$ cat src/rtl/pwr_mode_pkg.sv
`default_nettype none
package pwr_mode_pkg;
  // ------------------------------------------------------------
  // Register map (byte addresses, one word each)
  // ------------------------------------------------------------
  localparam logic [7:0] SYS_CLK_CTRL_OFS = 8'h00;
  localparam logic [7:0] HS_OSC_CTRL_OFS  = 8'h04;
  localparam logic [7:0] PWR_STATUS_OFS   = 8'h08;
  localparam logic [7:0] PORTA_WAKE_OFS   = 8'h0c;
  localparam logic [7:0] MODE_STATE_OFS   = 8'h10;

  // ------------------------------------------------------------
  // Fields
  // ------------------------------------------------------------
  localparam int SEL_MSB     = 7;
  localparam int SEL_LSB     = 5;
  localparam int HS_KEEP_BIT = 1;
  localparam int LS_KEEP_BIT = 0;
  localparam int FSEL_MSB    = 3;
  localparam int FSEL_LSB    = 2;
  localparam int HS_STB_BIT  = 1;
  localparam int HS_EN_BIT   = 0;
  localparam int PDF_BIT     = 0;
  localparam int TO_BIT      = 1;

  localparam logic [2:0] SEL_SUB      = 3'h7;
  localparam logic [2:0] SEL_RST      = 3'h0;
  localparam logic [1:0] KEEP_RST     = 2'h0;
  localparam logic [1:0] FSEL_RST     = 2'h0;
  localparam logic       HS_EN_RST    = 1'b1;

  // ------------------------------------------------------------
  // Timing
  // ------------------------------------------------------------
  localparam int CLK_PERIOD_NS = 50;
  localparam int HS_STAB_NS    = 1000;
  localparam int HS_STAB_CYC   = (HS_STAB_NS + CLK_PERIOD_NS - 1) / CLK_PERIOD_NS;

  // ------------------------------------------------------------
  // Modes and states
  // ------------------------------------------------------------
  typedef enum logic [2:0] {
    ST_RUN   = 3'b001,
    ST_PDOWN = 3'b010,
    ST_WAKE  = 3'b100
  } pm_state_t;
endpackage
`default_nettype wire

$ cat src/rtl/power_mode_switch_wakeup.sv
// Contract
// - Select value 111 moves the system clock to the low-speed sub clock.
// - Select values 000..110 run the system clock at high-speed divided by 1..64.
// - Switch into low-speed mode completes only once the low-speed oscillator is stable.
// - Return to high-speed waits for restart and stable flag of the high-speed oscillator.
// - Halt with both keep-on bits 0 enters sleep: clock stops, watchdog only.
// - Halt with high keep 0, low keep 1 stops high clock, keeps sub clock.
// - Halt with both keep-on bits 1 keeps both clocks, execution stops.
// - Halt with high keep 1, low keep 0 keeps high clock, stops sub clock; here the sub clock stays on while the watchdog is enabled.
// - Power-down entry preserves memory, registers and port states.
// - Power-down entry sets power-down flag and clears watchdog timeout flag.
// - Halt clears watchdog counter; it counts only if watchdog enabled.
// - Wake on enabled Port A falling edge, interrupt, or watchdog overflow.
// - Power-down flag clears on power-up or clear-watchdog instruction.
// - Watchdog wake sets timeout flag, resets only program counter and stack pointer.
// - Port A pins individually enabled for wake; resume after the halt.
// - Disabled interrupt or full stack: resume after halt, service deferred.
// - Enabled interrupt with free stack level: normal interrupt response on wake.
// - Interrupt already requested before entry is no wake source that period.
// - High-speed stable flag clears on enable or frequency change, sets when stable.
// - Select field in bits 7..5, keep-on bits at 1 and 0 of clock control.
//
// Design decisions made here: the APB slave port and the register offsets.
`default_nettype none
module power_mode_switch_wakeup
  import pwr_mode_pkg::*;
#(
  parameter int PORTA_W  = 8,
  parameter int IRQ_W    = 8,
  parameter int STAB_CYC = HS_STAB_CYC
) (
  input  wire logic               clk_i,
  input  wire logic               srst_i,
  input  wire logic               ce_i,
  input  wire logic               psel_i,
  input  wire logic               penable_i,
  input  wire logic               pwrite_i,
  input  wire logic [7:0]         paddr_i,
  input  wire logic [31:0]        pwdata_i,
  output logic [31:0]             prdata_o,
  output logic                    pready_o,
  output logic                    pslverr_o,
  input  wire logic               halt_i,
  input  wire logic               clr_wdt_i,
  input  wire logic               wdt_enable_i,
  input  wire logic               wdt_overflow_i,
  input  wire logic [IRQ_W-1:0]   irq_req_i,
  input  wire logic [IRQ_W-1:0]   irq_en_i,
  input  wire logic               stack_full_i,
  input  wire logic [PORTA_W-1:0] porta_i,
  input  wire logic               hs_osc_ready_i,
  input  wire logic               ls_osc_ready_i,
  input  wire logic               ls_clk_i,
  output logic                    hs_osc_en_o,
  output logic                    ls_osc_en_o,
  output logic [1:0]              hs_freq_sel_o,
  output logic                    sys_clk_tick_o,
  output logic                    cpu_run_o,
  output logic                    io_hold_o,
  output logic                    wdt_clear_o,
  output logic                    wdt_run_o,
  output logic                    pc_sp_reset_o,
  output logic                    irq_service_o,
  output logic                    resume_o,
  output logic                    power_down_flag_o,
  output logic                    wdt_timeout_flag_o
);

  // Wake enables fit one bus word; the stable counter needs a nonzero span
  if (PORTA_W < 1 || PORTA_W > 32 || IRQ_W < 1 || STAB_CYC < 1) begin : g_bad_param
    $error("power_mode_switch_wakeup: unsupported parameter");
  end

  // ------------------------------------------------------------
  // Pin synchronisers
  // ------------------------------------------------------------
  logic [PORTA_W-1:0] pa_s1_r, pa_s2_r, pa_s3_r;
  logic [2:0]         osc_s1_r, osc_s2_r;
  logic               lsclk_d_r;

  always_ff @(posedge clk_i) begin
    if (srst_i) begin
      pa_s1_r   <= '1;
      pa_s2_r   <= '1;
      pa_s3_r   <= '1;
      osc_s1_r  <= 3'h0;
      osc_s2_r  <= 3'h0;
      lsclk_d_r <= 1'b0;
    end else if (ce_i) begin
      pa_s1_r   <= porta_i;
      pa_s2_r   <= pa_s1_r;
      pa_s3_r   <= pa_s2_r;
      osc_s1_r  <= {ls_clk_i, ls_osc_ready_i, hs_osc_ready_i};
      osc_s2_r  <= osc_s1_r;
      lsclk_d_r <= osc_s2_r[2];
    end
  end

  logic hs_ready, ls_ready, ls_tick;
  assign hs_ready = osc_s2_r[0];
  assign ls_ready = osc_s2_r[1];
  assign ls_tick  = osc_s2_r[2] & ~lsclk_d_r;

  // ------------------------------------------------------------
  // Registers
  // ------------------------------------------------------------
  logic [2:0]         sel_r;
  logic [1:0]         keep_r;
  logic [1:0]         fsel_r;
  logic               hs_en_r;
  logic [PORTA_W-1:0] pa_wake_en_r;
  logic               pdf_r, to_r;
  pm_state_t          state_r;

  logic wr_en, setup;
  assign setup = psel_i & ~penable_i;
  assign wr_en = psel_i & penable_i & pwrite_i;

  always_ff @(posedge clk_i) begin
    if (srst_i) begin
      sel_r        <= SEL_RST;
      keep_r       <= KEEP_RST;
      fsel_r       <= FSEL_RST;
      hs_en_r      <= HS_EN_RST;
      pa_wake_en_r <= '0;
    end else if (ce_i && wr_en) begin
      case (paddr_i)
        SYS_CLK_CTRL_OFS: begin
          sel_r  <= pwdata_i[SEL_MSB:SEL_LSB];
          keep_r <= {pwdata_i[HS_KEEP_BIT], pwdata_i[LS_KEEP_BIT]};
        end
        HS_OSC_CTRL_OFS: begin
          fsel_r  <= pwdata_i[FSEL_MSB:FSEL_LSB];
          hs_en_r <= pwdata_i[HS_EN_BIT];
        end
        PORTA_WAKE_OFS: pa_wake_en_r <= pwdata_i[PORTA_W-1:0];
        default: ;
      endcase
    end
  end

  logic mapped;
  always_comb begin
    mapped = 1'b1;
    case (paddr_i)
      SYS_CLK_CTRL_OFS, HS_OSC_CTRL_OFS, PWR_STATUS_OFS, PORTA_WAKE_OFS, MODE_STATE_OFS: mapped = 1'b1;
      default: mapped = 1'b0;
    endcase
  end

  logic        hs_stable_r;
  logic [31:0] rd_val;
  always_comb begin
    rd_val = 32'h0;
    case (paddr_i)
      SYS_CLK_CTRL_OFS: begin
        rd_val[SEL_MSB:SEL_LSB] = sel_r;
        rd_val[HS_KEEP_BIT]     = keep_r[1];
        rd_val[LS_KEEP_BIT]     = keep_r[0];
      end
      HS_OSC_CTRL_OFS: begin
        rd_val[FSEL_MSB:FSEL_LSB] = fsel_r;
        rd_val[HS_STB_BIT]        = hs_stable_r;
        rd_val[HS_EN_BIT]         = hs_en_r;
      end
      PWR_STATUS_OFS: begin
        rd_val[PDF_BIT] = pdf_r;
        rd_val[TO_BIT]  = to_r;
      end
      PORTA_WAKE_OFS: rd_val[PORTA_W-1:0] = pa_wake_en_r;
      MODE_STATE_OFS: rd_val[2:0] = state_r;
      default: rd_val = 32'h0;
    endcase
  end

  // Read data captured in setup so the access cycle answers from a flop
  always_ff @(posedge clk_i) begin
    if (srst_i) begin
      prdata_o  <= 32'h0;
      pslverr_o <= 1'b0;
    end else if (ce_i && setup) begin
      prdata_o  <= pwrite_i ? 32'h0 : rd_val;
      pslverr_o <= ~mapped;
    end
  end
  assign pready_o = 1'b1;

  // ------------------------------------------------------------
  // High-speed oscillator control and stable flag
  // ------------------------------------------------------------
  logic        pd, hs_need, hs_on_d_r;
  logic [1:0]  fsel_d_r;
  logic [$clog2(STAB_CYC+1)-1:0] stab_cnt_r;

  assign pd = (state_r == ST_PDOWN);
  // Fast mode needs the high clock even when software cleared its enable
  assign hs_need     = pd ? keep_r[1] : (hs_en_r | (sel_r != SEL_SUB));
  assign hs_osc_en_o = hs_need;
  assign ls_osc_en_o = pd ? (keep_r[0] | wdt_enable_i) : 1'b1;
  assign hs_freq_sel_o = fsel_r;

  always_ff @(posedge clk_i) begin
    if (srst_i) begin
      hs_on_d_r   <= 1'b0;
      fsel_d_r    <= FSEL_RST;
      hs_stable_r <= 1'b0;
      stab_cnt_r  <= '0;
    end else if (ce_i) begin
      hs_on_d_r <= hs_need;
      fsel_d_r  <= fsel_r;
      if (!hs_need || (hs_need && !hs_on_d_r) || fsel_r != fsel_d_r) begin
        hs_stable_r <= 1'b0;
        stab_cnt_r  <= '0;
      end else if (!hs_stable_r && hs_ready) begin
        if (stab_cnt_r == ($clog2(STAB_CYC+1))'(STAB_CYC - 1)) begin
          hs_stable_r <= 1'b1;
        end else begin
          stab_cnt_r <= stab_cnt_r + 1'b1;
        end
      end
    end
  end

  // ------------------------------------------------------------
  // System clock source and divider
  // ------------------------------------------------------------
  logic [2:0] act_sel_r;
  logic [5:0] div_cnt_r;
  logic [5:0] div_mask;
  logic       act_sub;

  assign act_sub = (act_sel_r == SEL_SUB);

  // Applied selection follows at once between dividers, else only once the target source is stable
  always_ff @(posedge clk_i) begin
    if (srst_i) begin
      act_sel_r <= SEL_RST;
    end else if (ce_i && sel_r != act_sel_r) begin
      if (sel_r == SEL_SUB) begin
        if (ls_ready) begin
          act_sel_r <= sel_r;
        end
      end else if (act_sub) begin
        if (hs_stable_r) begin
          act_sel_r <= sel_r;
        end
      end else begin
        act_sel_r <= sel_r;
      end
    end
  end

  always_comb begin
    div_mask = 6'h00;
    for (int i = 0; i < 6; i++) begin
      if (i < int'(act_sel_r)) begin
        div_mask[i] = 1'b1;
      end
    end
  end

  always_ff @(posedge clk_i) begin
    if (srst_i) begin
      div_cnt_r <= 6'h00;
    end else if (ce_i) begin
      div_cnt_r <= div_cnt_r + 6'h01;
    end
  end

  // System clock stops in every power-down mode
  assign sys_clk_tick_o = ce_i & (state_r == ST_RUN) &
                          (act_sub ? ls_tick : ((div_cnt_r & div_mask) == 6'h00));

  // ------------------------------------------------------------
  // Wake sources
  // ------------------------------------------------------------
  logic [IRQ_W-1:0] irq_block_r;
  logic [IRQ_W-1:0] irq_new;
  logic             pa_wake, irq_wake, wake;

  assign pa_wake  = |(pa_s3_r & ~pa_s2_r & pa_wake_en_r);
  assign irq_new  = irq_req_i & ~irq_block_r;
  assign irq_wake = |irq_new;
  assign wake     = pa_wake | irq_wake | wdt_overflow_i;

  // ------------------------------------------------------------
  // Power-mode sequencer
  // ------------------------------------------------------------
  logic src_ok;
  logic by_wdt_r, by_irq_r;
  logic [IRQ_W-1:0] wake_irq_r;

  assign src_ok = act_sub ? ls_ready : hs_stable_r;

  always_ff @(posedge clk_i) begin
    if (srst_i) begin
      state_r     <= ST_RUN;
      irq_block_r <= '0;
      by_wdt_r    <= 1'b0;
      by_irq_r    <= 1'b0;
      wake_irq_r  <= '0;
    end else if (ce_i) begin
      case (state_r)
        ST_RUN: begin
          if (halt_i) begin
            state_r     <= ST_PDOWN;
            irq_block_r <= irq_req_i;
            by_wdt_r    <= 1'b0;
            by_irq_r    <= 1'b0;
          end
        end
        ST_PDOWN: begin
          if (wake) begin
            state_r    <= ST_WAKE;
            by_wdt_r   <= wdt_overflow_i;
            by_irq_r   <= irq_wake;
            wake_irq_r <= irq_new;
          end
        end
        ST_WAKE: begin
          if (src_ok) begin
            state_r <= ST_RUN;
          end
        end
        default: state_r <= ST_RUN;
      endcase
    end
  end

  // Memory, registers and port drivers stay frozen while the CPU is off
  assign io_hold_o = (state_r != ST_RUN);
  assign cpu_run_o = (state_r == ST_RUN);
  assign wdt_run_o = wdt_enable_i;

  // ------------------------------------------------------------
  // Status flags and wake-up pulses
  // ------------------------------------------------------------
  logic entry, done;
  assign entry = ce_i & (state_r == ST_RUN) & halt_i;
  assign done  = ce_i & (state_r == ST_WAKE) & src_ok;

  always_ff @(posedge clk_i) begin
    if (srst_i) begin
      pdf_r <= 1'b0;
      to_r  <= 1'b0;
    end else if (ce_i) begin
      if (entry) begin
        pdf_r <= 1'b1;
        to_r  <= 1'b0;
      end else begin
        if (clr_wdt_i) begin
          pdf_r <= 1'b0;
        end
        if (state_r == ST_PDOWN && wdt_overflow_i) begin
          to_r <= 1'b1;
        end
      end
    end
  end
  assign power_down_flag_o  = pdf_r;
  assign wdt_timeout_flag_o = to_r;

  always_ff @(posedge clk_i) begin
    if (srst_i) begin
      wdt_clear_o   <= 1'b0;
      pc_sp_reset_o <= 1'b0;
      irq_service_o <= 1'b0;
      resume_o      <= 1'b0;
    end else if (ce_i) begin
      wdt_clear_o   <= entry;
      // Watchdog wake takes priority: only PC and SP are reset
      pc_sp_reset_o <= done & by_wdt_r;
      irq_service_o <= done & ~by_wdt_r & by_irq_r &
                       (|(wake_irq_r & irq_en_i)) & ~stack_full_i;
      resume_o      <= done & ~by_wdt_r &
                       (~by_irq_r | ~(|(wake_irq_r & irq_en_i)) | stack_full_i);
    end
  end

endmodule
`default_nettype wire

$ cat config.mk
export PLATFORM = sky130hd
export DESIGN_NAME = power_mode_switch_wakeup
export DESIGN_NICKNAME = d
export VERILOG_FILES = /design/src/rtl/pwr_mode_pkg.sv /design/src/rtl/power_mode_switch_wakeup.sv
export SDC_FILE = /design/constraint.sdc
export NUM_CORES = 1
export LEC_CHECK = 0
export ABC_AREA = 1
export BUFFER_PORTS_ARGS = -buffer_cell sky130_fd_sc_hd__buf_2
export CAP_MARGIN = 20
export CORE_MARGIN = 3
export CORE_UTILIZATION = 40
export CTS_CLUSTER_DIAMETER = 80
export DETAILED_ROUTE_END_ITERATION = 7
export PLACE_DENSITY_LB_ADDON = 0.08
export SYNTH_ARGS = -nofsm -noshare
export SYNTH_HDL_FRONTEND = slang
export SYNTH_SLANG_ARGS = --single-unit
$ cat constraint.sdc
create_clock -name clk_i -period 3.2 [get_ports clk_i]
set_input_delay 0.64 -clock clk_i [delete_from_list [all_inputs] [get_ports clk_i]]
set_output_delay 0.64 -clock clk_i [all_outputs]
set_load 0.005 [all_outputs]
==> results by group, run 1 <==
Worst setup path
  • Slowest CP cell: buf_2
  • R2R depth: 6
  • Crit path arrival time: 1.93 ns
  • CP dominant cell by count: buf_2
  • CP max stage delay: 0.31 ns
  • Worst R2R Start: state_r[2]
  • CP Class: input pin to output port
  • FF-to-FF End: irq_block_r[4]
  • Critical path data required time: 2.56 ns
  • Crit. End Element: output port
  • Reg2reg setup slack: 1.44 ns
  • Crit-path cells: buf_2 -> inv_2 -> nor2_1 -> nor3b_1 -> buf_2
  • Critical path startpoint category: input pin
  • CP Max Fanout: 19

Power and ir drop
  • Max IR drop VDD: 0.213 mV
  • Pwr Total: 0.00278 W
  • Comb power frac: 0.114
  • Pwr/cell area: 511 nW/µm²
  • P_leak: 2.47 nW
  • Switching pwr: 0.000692 W
  • Internal: 0.00209 W
  • Switching Share: 0.249
  • Clock share of power: 0.395
  • Flop pwr share: 0.491

Routing
  • Via count: 4189
  • Drt first pass iters: 4
  • DR DRC count: 0
  • Final WL: 11100 µm
  • Final antenna-violating net count: 0
  • Routed length per placed instance: 12.8 µm
  • Vias per cell: 4.84
  • Initial DRC count: 222

Global route
  • Overflow after GRT: 0
  • GR Util All Layers: 0.173
  • Antenna violations before repair: 0
  • First-pass GRT wire length: 18400 µm
  • Largest net degree at the start of global routing: 44
  • Number of global-route vias before repair: 3814

Synthesis
  • Top-area cell type share of the netlist area: 0.424
  • Most frequent cell after synthesis: nand2_1
  • Yosys warns: 0
  • Synthesis-stage register bit count: 101
  • Sequential share of the synthesized area: 0.424
  • Top cell type by total area after synthesis: dfxtp_1
  • Synth cell count leaders: 146 x nand2_1, 101 x dfxtp_1, 66 x nor2_1
  • Syn avg cell area: 7.30 µm²
  • Cells after synthesis: 654
  • Distinct cells, synth: 45
  • Ys async rst share: 0
  • Mapped Area: 4770 µm²
  • Ys flop type: dfxtp_1
  • Synth area leaders: dfxtp_1 42%, nand2_1 11%, a21oi_1 6.3%
  • Number of synthesized flops with an enable pin: 0

Floorplanning
  • Die Area: 13300 µm²
  • Die Ht: 115 µm
  • Core Region: 11600 µm²
  • Die Wd: 115 µm
  • Placement Rows: 39
  • Starting density of the core: 0.413
  • Io pins: 126

Finish
  • Nets: 798
  • Diodes inserted: 0
  • Layout area overhead: 14.0%
  • Post-Layout Cell Count: 865
  • Final Util: 0.470
  • FF+latch area: 2020 µm²
  • Fill cell count: 1217
  • Fraction of layout instances using a drive strength above 1: 0.169
  • Multi-input gate area: 2280 µm²

Place
  • RePlAce Congestion: 0.810
  • Port buffer count: 76
  • Placed Cells: 850
  • Post-DP HPWL: 8160 µm

CTS
  • CTS clock-pin slew for the worst setup and hold paths: 0.06 ns
  • Cts hold-fix bufs: 0
  • TritonCTS Buffers: 9
  • Clock latency on the worst-skew pair: 0.34 ns
  • CTS tree: built
  • Clock Path Buffers: 2
  • CTS Sinks: 101
  • Post CTS Setup Buffer Count: 0
  • Post-CTS sizing: 0
  • H-tree levels: 3
  • Cell chosen for the clock root: clkbuf_16

STA
  • Max-slew violations: 0
  • Fin crit share: 0.803
  • Layout Skew: 0.00429 ns
  • TNS Setup: 0 ns
  • Hold Vio Cnt, Final: 0
  • Fin crit period: 2.57 ns
  • Rel. slew slack: 0.564
  • RSZ-0062 raised after global routing: no
  • Worst-margin pin slew: 0.653 ns
  • Final setup violation count: 0
  • Fmax: 389 MHz

Hold path
  • Hold Crit Depth: 2
  • Hold Crit Class: flop to flop
  • WHS Endpoint: irq_block_r[7]
  • Hold_sp: irq_block_r[7]

Flow run
  • Max-cap violations: 0

Status
  • Status: completed
[final cells by class]
type,count,area share
Clock buffer,14,0.0485
Clock inverter,1,0.00552
Inverter,67,0.0462
Multi-Input combinational cell,458,0.418
Sequential cell,101,0.372
Tap cell,143,0.0329
Timing Repair Buffer,81,0.0768
[sequential cells by signal (all words and copies together) (netlist names), 5 cells and up]
signal and cells:
prdata_o 8, div_cnt_r 6, pa_s2_r 8, pa_s3_r 8, stab_cnt_r 5, pa_wake_en_r 8
pa_s1_r 8, irq_block_r 8, wake_irq_r 8
[cell families after synthesis]
kind of cell,count (synthesis),synth area share
AO/OA/AOI/OAI,133,0.159
flip-flops,101,0.424
other,2,0.00157
XOR/XNOR,5,0.00917
buffers and inverters,118,0.118
adder cells (fa/ha/maj),2,0.00524
AND/OR/NAND/NOR,293,0.284
[worst max-delay path: cells and delay by family]
kind	cells	cell delay, ns
AND/OR/NAND/NOR	2	0.52
buffers and inverters	3	0.75
[per-layer routing]
layer  up-vias  wire [µm]  track usage
met3        13        479       0.0263
met5         -          0            0
li1       2215          -            -
met2        87       4790        0.270
met4         0        206       0.0720
met1      1874       5640        0.240
[stage by stage]
| stage | hold WS (ns) | setup slack, ns | instance area (µm²) |
|---|---|---|---|
| 2_1_floorplan | 0.422 | 1.52 | 4860 |
| 3_3_place_gp | 0.438 | 0.612 | 5150 |
| 3_5_place_dp | 0.441 | 0.629 | 5150 |
| 4_1_cts | 0.451 | 0.618 | 5440 |
| 5_1_grt | 0.475 | 0.549 | 5440 |
| 6_report | 0.451 | 0.629 | 5440 |
[worst max path at each step]
stage               startpoint             end  cells past startpoint
finish                    ce_i  sys_clk_tick_o                      5
global placement          ce_i  sys_clk_tick_o                      5
detailed placement        ce_i  sys_clk_tick_o                      5
global route              ce_i  sys_clk_tick_o                      5
floorplan                 ce_i  sys_clk_tick_o                      3
CTS                       ce_i  sys_clk_tick_o                      5
[power by group through the flow]
| stage | clock (W) | combinational, W | sequential [W] |
|---|---|---|---|
| 2_1_floorplan | 0 | 0.000243 | 0.00138 |
| 5_1_grt | 0.00117 | 0.000366 | 0.00137 |
| 3_3_place_gp | 0 | 0.000314 | 0.00139 |
| 3_5_place_dp | 0 | 0.000319 | 0.00139 |
| 6_report | 0.00110 | 0.000317 | 0.00137 |
| 4_1_cts | 0.00113 | 0.000321 | 0.00137 |
[layout by cell type, fill, tap and decap left out, drive strengths merged, types with 2 or more instances in the layout]
cell type,count
nand2,146
dfxtp,101
buf,81
nor2,74
inv,66
a21oi,60
nand3,53
o21ai,47
conb,25
clkbuf,14
o211ai,10
nor3,8
a211oi,7
nand4,6
xnor2,4
nor3b,2
or2,2
a221oi,2
ha,2
nor4,2
Note: power is estimated with default switching activity, not from simulation.
==> inputs of run 2 (changes only) <==
==> constraint.sdc (replaced) <==
create_clock -name clk_i -period 2.6 [get_ports clk_i]
set_input_delay 0.52 -clock clk_i [delete_from_list [all_inputs] [get_ports clk_i]]
set_output_delay 0.52 -clock clk_i [all_outputs]
set_load 0.005 [all_outputs]
==> run 2 against run 1 <==
Sequential share of layout area about the same. First-iteration DRC count decreased by 14%. Die area unchanged. Largest power group unchanged. Highest routed layer unchanged.
==> results by group, run 2 (same netlist as run 1, synthesis figures left out) <==
Status
  • Status: completed

CTS
  • CTS Sinks: 101 (unchanged)
  • Cts hold-fix bufs: 0 (unchanged)
  • Cell chosen for the clock root: clkbuf_16
  • TritonCTS Buffers: 9 (unchanged)
  • H-tree levels: 3 (unchanged)
  • Post CTS Setup Buffer Count: 0 (unchanged)
  • Post-CTS sizing: 0 (unchanged)
  • CTS tree: built
  • CTS clock-pin slew for the worst setup and hold paths: 0.07 ns (about the same)
  • Clock latency on the worst-skew pair: 0.34 ns (about the same)
  • Clock Path Buffers: 2 (unchanged)

Routing
  • WL met1: 5640 µm (about the same)
  • DR DRC count: 0 (unchanged)
  • Routed length on met2: 4830 µm (+0.77%)
  • Final WL: 11100 µm (-0.36%)
  • Final antenna-violating net count: 0 (unchanged)
  • Initial DRC count: 192 (-14%)
  • Vias per cell: 4.84 (about the same)
  • Drt first pass iters: 5 (+1)
  • Met3 wire length: 438 µm (-8.6%)
  • DR top layer: met4
  • Via count: 4195 (+0.14%)
  • Routed length per placed instance: 12.8 µm (-0.59%)

Finish
  • Most frequent cells in the layout: 146 x nand2_1, 101 x dfxtp_1, 76 x buf_2, 66 x nor2_1, 61 x inv_1
  • Fraction of layout instances using a drive strength above 1: 0.173 (+0.00368)
  • Most common cell after layout, fill and taps aside: nand2_1
  • FF+latch area: 2020 µm² (unchanged)
  • Nets: 799 (+0.13%)
  • Multi-input gate area: 2280 µm² (unchanged)
  • Layout area overhead: 14.1%
  • Final Util: 0.471 (+0.000541)
  • Final instance area: 5450 µm² (+0.11%)
  • Diodes inserted: 0 (unchanged)
  • Fill cell count: 1214 (-0.25%)

Power and ir drop
  • Switching pwr: 0.000883 W (+28%)
  • Clock share of power: 0.392 (-0.003)
  • Comb power frac: 0.115 (about the same)
  • Pwr/cell area: 626 nW/µm² (+22%)
  • Pwr Total: 0.00341 W (+23%)
  • P_leak: 2.48 nW (about the same)
  • Internal: 0.00253 W (+21%)
  • Switching Share: 0.259 (+0.0101)
  • Flop pwr share: 0.493 (+0.002)
  • Max IR drop VDD: 0.255 mV (+20%)

STA
  • Fin crit share: 0.839
  • Worst-margin pin slew: 0.666 ns (+0.0134 ns)
  • Final setup violation count: 0 (unchanged)
  • Max-slew violations: 0 (unchanged)
  • Hold Vio Cnt, Final: 0 (unchanged)
  • Rel. slew slack: 0.556 (-0.00845)
  • Fin crit period: 2.18 ns
  • RSZ-0062 raised after global routing: no
  • Layout Skew: 0.00743 ns (+0.00314 ns)
  • Worst hold margin: 0.382 ns (-0.0690 ns)
  • TNS Setup: 0 ns (unchanged)
  • Fmax: 458 MHz

Global route
  • Antenna violations before repair: 0 (unchanged)
  • First-pass GRT wire length: 17500 µm (-4.5%)
  • GR Util All Layers: 0.166 (-0.00733)
  • Overflow after GRT: 0 (unchanged)
  • Number of global-route vias before repair: 3682 (-3.5%)
  • Largest net degree at the start of global routing: 70 (+59%)

Hold path
  • Hold Crit Class: input pin to flop
  • Hold Crit Depth: 3 (+1)
  • WHS Endpoint: pa_s1_r[2]
  • Hold_sp: porta_i[2]

Place
  • Post-placement cell area: 5150 µm² (+0.15%)
  • RePlAce Congestion: 0.823 (+1.5%)
  • Post-DP HPWL: 8000 µm (-1.9%)
  • Port buffer count: 76 (unchanged)

Floorplanning
  • Io pins: 126 (unchanged)
  • Die Ht: 115 µm (unchanged)
  • Die Area: 13300 µm² (unchanged)
  • Placement Rows: 39 (unchanged)
  • Die Wd: 115 µm (unchanged)
  • Starting density of the core: 0.413 (unchanged)
  • Core Region: 11600 µm² (unchanged)

Flow run
  • Max-cap violations: 0 (unchanged)

Worst setup path
  • Worst R2R Start: state_r[2]
  • Slowest CP cell: dfxtp_1
  • Crit path arrival time: 1.66 ns (-0.27 ns)
  • Critical path startpoint category: flop
  • Crit. End Element: output port
  • CP max stage delay: 0.33 ns (+0.02 ns)
  • CP Max Fanout: 6 (-13)
  • Critical path data required time: 2.08 ns (-0.48 ns)
  • FF-to-FF End: irq_block_r[1]
  • R2R depth: 6 (unchanged)
  • Crit-path cells: inv_1 -> nand3_1 -> nor2_1 -> nor3b_1 -> buf_2
  • Reg2reg setup slack: 0.76 ns (-0.68 ns)
  • CP Class: flop to output port
[run 2: cell count changes in the layout (fill, tap and decap cells not counted), sizes merged]
cell,before,now
clkbuf,14,11
inv,66,67
clkinv,1,3
buf,81,82
clkinvlp,0,1
[run 2: worst max-delay path by stage]
stage                               from               to  slack (ns)  cells after the start
after floorplan               paddr_i[5]  pa_wake_en_r[6]        1.07                      8
after global placement    wdt_overflow_i    wake_irq_r[3]        0.71                     10
after detailed placement  wdt_overflow_i    wake_irq_r[3]        0.70                     10
after CTS                     state_r[2]   sys_clk_tick_o        0.40                      5
after global routing          state_r[2]   sys_clk_tick_o        0.27                      5
final                         state_r[2]   sys_clk_tick_o        0.42                      5
[run 2: metrics by stage]
stage               cells  setup WS, ns
finish                867         0.419
global route          867         0.271
CTS                   867         0.404
detailed placement    851         0.701
global placement      851         0.708
floorplan             677          1.07
[run 2: layout make-up]
cell class	instances	share of cell area
clock buffers	11	0.0427
clock inverters	5	0.0110
inverters	67	0.0462
multi-input cells	458	0.418
flip-flops and latches	101	0.371
well taps	143	0.0329
repair buffers	82	0.0781
[run 2: power by group through the flow]
stage                     Sequential, W  Combinational [W]  Clock [W]
after floorplan                 0.00170           0.000299          0
after global placement          0.00171           0.000387          0
after detailed placement        0.00171           0.000394          0
after CTS                       0.00168           0.000396    0.00137
after global routing            0.00169           0.000451    0.00143
final                           0.00168           0.000391    0.00134
[run 2: critical path: cells and delay by family (launching register included)]
family	cells	cell delay (ns)
buffers and inverters	2	0.27
flip-flops	1	0.33
AND/OR/NAND/NOR	3	0.72
[run 2: routing by layer]
| layer | global-route usage | vias up |
|---|---|---|
| met5 | 0 | - |
| met4 | 0.0634 | 0 |
| li1 | - | 2216 |
| met2 | 0.249 | 86 |
| met3 | 0.0263 | 13 |
| met1 | 0.240 | 1880 |
==> inputs of run 3 (changes only) <==
--- a/config.mk
+++ b/config.mk
@@ -5,7 +5,7 @@
 export SDC_FILE = /design/constraint.sdc
 export NUM_CORES = 1
 export LEC_CHECK = 0
-export ABC_AREA = 1
+export ABC_AREA = 0
 export BUFFER_PORTS_ARGS = -buffer_cell sky130_fd_sc_hd__buf_2
 export CAP_MARGIN = 20
 export CORE_MARGIN = 3
==> constraint.sdc (replaced) <==
create_clock -name clk_i -period 2.1 [get_ports clk_i]
set_input_delay 0.42 -clock clk_i [delete_from_list [all_inputs] [get_ports clk_i]]
set_output_delay 0.42 -clock clk_i [all_outputs]
set_load 0.005 [all_outputs]
==> run 3 against run 2 <==
Clock power rose by 44%. Hold slack got worse by 0.093 ns. Synthesized cell count fell by 21%. Worst setup slack got worse by 0.41 ns.
==> results by group, run 3 <==
Status
  • Status: completed

Synthesis
  • Top-area cell type share of the netlist area: 0.437 (+0.0135)
  • Sequential share of the synthesized area: 0.437 (+0.0135)
  • Ys flop type: dfxtp_1
  • Synthesis-stage register bit count: 101 (unchanged)
  • Yosys warns: 0 (unchanged)
  • Synth area leaders: dfxtp_1 44%, mux2i_1 13%, nand2_1 6.6%
  • Top cell type by total area after synthesis: dfxtp_1
  • Synth cell count leaders: 101 x dfxtp_1, 81 x nand2_1, 60 x mux2i_1
  • Number of synthesized flops with an enable pin: 0 (unchanged)
  • Mapped Area: 4630 µm² (-3.1%)
  • Distinct cells, synth: 64 (+42%)
  • Cells after synthesis: 516 (-21%)
  • Ys async rst share: 0 (unchanged)
  • Most frequent cell after synthesis: dfxtp_1
  • Syn avg cell area: 8.96 µm² (+23%)

STA
  • Fin crit share: 0.996
  • Hold Vio Cnt, Final: 0 (unchanged)
  • Fin crit period: 2.09 ns
  • Max-slew violations: 0 (unchanged)
  • Rel. slew slack: 0.507 (-0.0487)
  • Layout Skew: 0.00859 ns (+0.00116 ns)
  • RSZ-0062 raised after global routing: yes
  • Final setup violation count: 0 (unchanged)
  • Worst hold margin: 0.290 ns (-0.0926 ns)
  • Worst-margin pin slew: 0.731 ns (+0.0653 ns)
  • Fmax: 478 MHz
  • TNS Setup: 0 ns (unchanged)

Hold path
  • Hold Crit Class: input pin to flop

Worst setup path
  • Crit path arrival time: 1.67 ns (about the same)
  • Reg2reg setup slack: 0.19 ns (-0.57 ns)
  • Crit. End Element: output port
  • Critical path startpoint category: flop
  • CP Class: flop to output port
  • Critical path data required time: 1.68 ns (-0.40 ns)
  • CP Max Fanout: 7 (+1)

Floorplanning
  • Die Wd: 114 µm (-1.5%)
  • Core Region: 11100 µm² (-4.2%)
  • Die Area: 12900 µm² (-2.9%)
  • Starting density of the core: 0.418 (+0.00481)
  • Io pins: 126 (unchanged)
  • Placement Rows: 38 (-2.6%)
  • Die Ht: 114 µm (-1.5%)

Finish
  • Layout area overhead: 18.8%
  • Diodes inserted: 0 (unchanged)
  • Fraction of layout instances using a drive strength above 1: 0.230 (+0.0572)
  • Nets: 671 (-16%)
  • Most common cell after layout, fill and taps aside: dfxtp_1
  • Most frequent cells in the layout: 96 x dfxtp_1, 81 x nand2_1, 76 x buf_2, 60 x mux2i_1, 54 x nor2_1

CTS
  • CTS clock-pin slew for the worst setup and hold paths: 0.07 ns (about the same)
  • Cell chosen for the clock root: clkbuf_16
  • CTS Sinks: 101 (unchanged)
  • CTS tree: built
  • Clock latency on the worst-skew pair: 0.34 ns (about the same)
  • H-tree levels: 3 (unchanged)
  • Cts hold-fix bufs: 0 (unchanged)
  • Clock Path Buffers: 2 (unchanged)
  • TritonCTS Buffers: 9 (unchanged)

Routing
  • Final antenna-violating net count: 0 (unchanged)
  • Via count: 3659 (-13%)
  • Final WL: 10500 µm (-5.6%)
  • Vias per cell: 4.97 (+2.7%)
  • Routed length per placed instance: 14.2 µm (+11%)
  • Drt first pass iters: 5 (unchanged)
  • DR DRC count: 0 (unchanged)
  • Initial DRC count: 190 (-1.0%)

Power and ir drop
  • Max IR drop VDD: 0.572 mV (+120%)
  • P_leak: 2.36 nW (-4.9%)
  • Pwr/cell area: 777 nW/µm² (+24%)

Place
  • Port buffer count: 76 (unchanged)
  • RePlAce Congestion: 0.802 (-2.5%)
  • Post-DP HPWL: 7740 µm (-3.3%)

Global route
  • GR Util All Layers: 0.167 (+0.000902)
  • Largest net degree at the start of global routing: 33 (-53%)
  • Antenna violations before repair: 0 (unchanged)
  • First-pass GRT wire length: 17200 µm (-1.7%)
  • Overflow after GRT: 0 (unchanged)
  • Number of global-route vias before repair: 3381 (-8.2%)

Flow run
  • Max-cap violations: 0 (unchanged)
-- run 3: cell count changes in the layout (fill, tap and decap cells not counted), moves of 6 or more --
cell      before  now
a21oi_1       60   32
a22oi_1        0    7
and2b_1        0    8
buf_4          6   17
inv_1         61    4
mux2i_1        0   60
nand2_1      146   81
nand2b_1       0    6
nand3_1       49   18
nor2_1        66   54
o211ai_1      10    0
o21ai_0       40    7
-- run 3: layout make-up --
class | count | area [µm²]
tap | 140 | 175
multi-input combinational | 379 | 2370
clock buffer | 10 | 239
inverter | 5 | 18.8
sequential | 101 | 2030
clock inverter | 6 | 116
fill | 1107 | 5580
timing repair buffer | 95 | 548
-- run 3: layer usage --
metal / routed length [µm] / GRT usage / up-vias
li1: - / - / 1879
met1: 4820 / 0.226 / 1687
met2: 4910 / 0.265 / 83
met3: 552 / 0.0403 / 10
met4: 173 / 0.0489 / 0
met5: 0 / 0 / -
-- run 3: worst paths after layout --
kind                         from             end  cells past startpoint
setup / recovery     act_sel_r[2]  sys_clk_tick_o                      5
hold / removal         porta_i[2]      pa_s1_r[2]                      3
setup reg to reg  pa_wake_en_r[7]   wake_irq_r[7]                      7
hold reg to reg    irq_block_r[6]  irq_block_r[6]                      2
-- run 3: worst max-delay path: stages, from the launching register on --
cell      delay [ns]
dfxtp_2         0.36
nor3_1          0.20
o21bai_1        0.08
a222oi_1        0.39
o211a_1         0.19
buf_2           0.11
-- run 3: metrics by stage --
stage / cell area (µm²) / instances / util / setup slack (ns) / total power, W
2_1_floorplan: 4710 / 539 / - / 0.260 / 0.00227
3_3_place_gp: 5090 / 718 / 0.460 / 0.0462 / 0.00237
3_5_place_dp: 5090 / 718 / 0.460 / 0.0143 / 0.00237
4_1_cts: 5480 / 736 / 0.494 / -0.0222 / 0.00432
5_1_grt: 5500 / 736 / 0.496 / -0.0767 / 0.00447
6_report: 5500 / 736 / 0.496 / 0.00857 / 0.00427
-- run 3: logic make-up (layout without fill, tap and decap cells) --
logic type / Yosys count / in the layout / share of synthesized area
simple gates: 206 / 206 / 0.215
flops: 101 / 101 / 0.437
compound gates: 74 / 74 / 0.110
mux: 63 / 63 / 0.140
buf+inv: 59 / 116 / 0.0744
xor+xnor: 9 / 9 / 0.0170
fa+ha+maj: 2 / 2 / 0.00541
other cells: 2 / 25 / 0.00162
-- run 3: report_power, final --
part	switching, W	leakage, nW	internal, W
clock network	0.000726	0.174	0.00121
registers	0.0000364	0.823	0.00196
logic	0.000190	1.36	0.000152
total	0.000952	2.36	0.00332
-- run 3: timing repair --
action | 4_1_cts | 5_1_grt
endpoints found under the setup margin | 1 | 2
resized for setup | 5 | 4
setup buffers | 2 | 0
pin swaps | 3 | 1
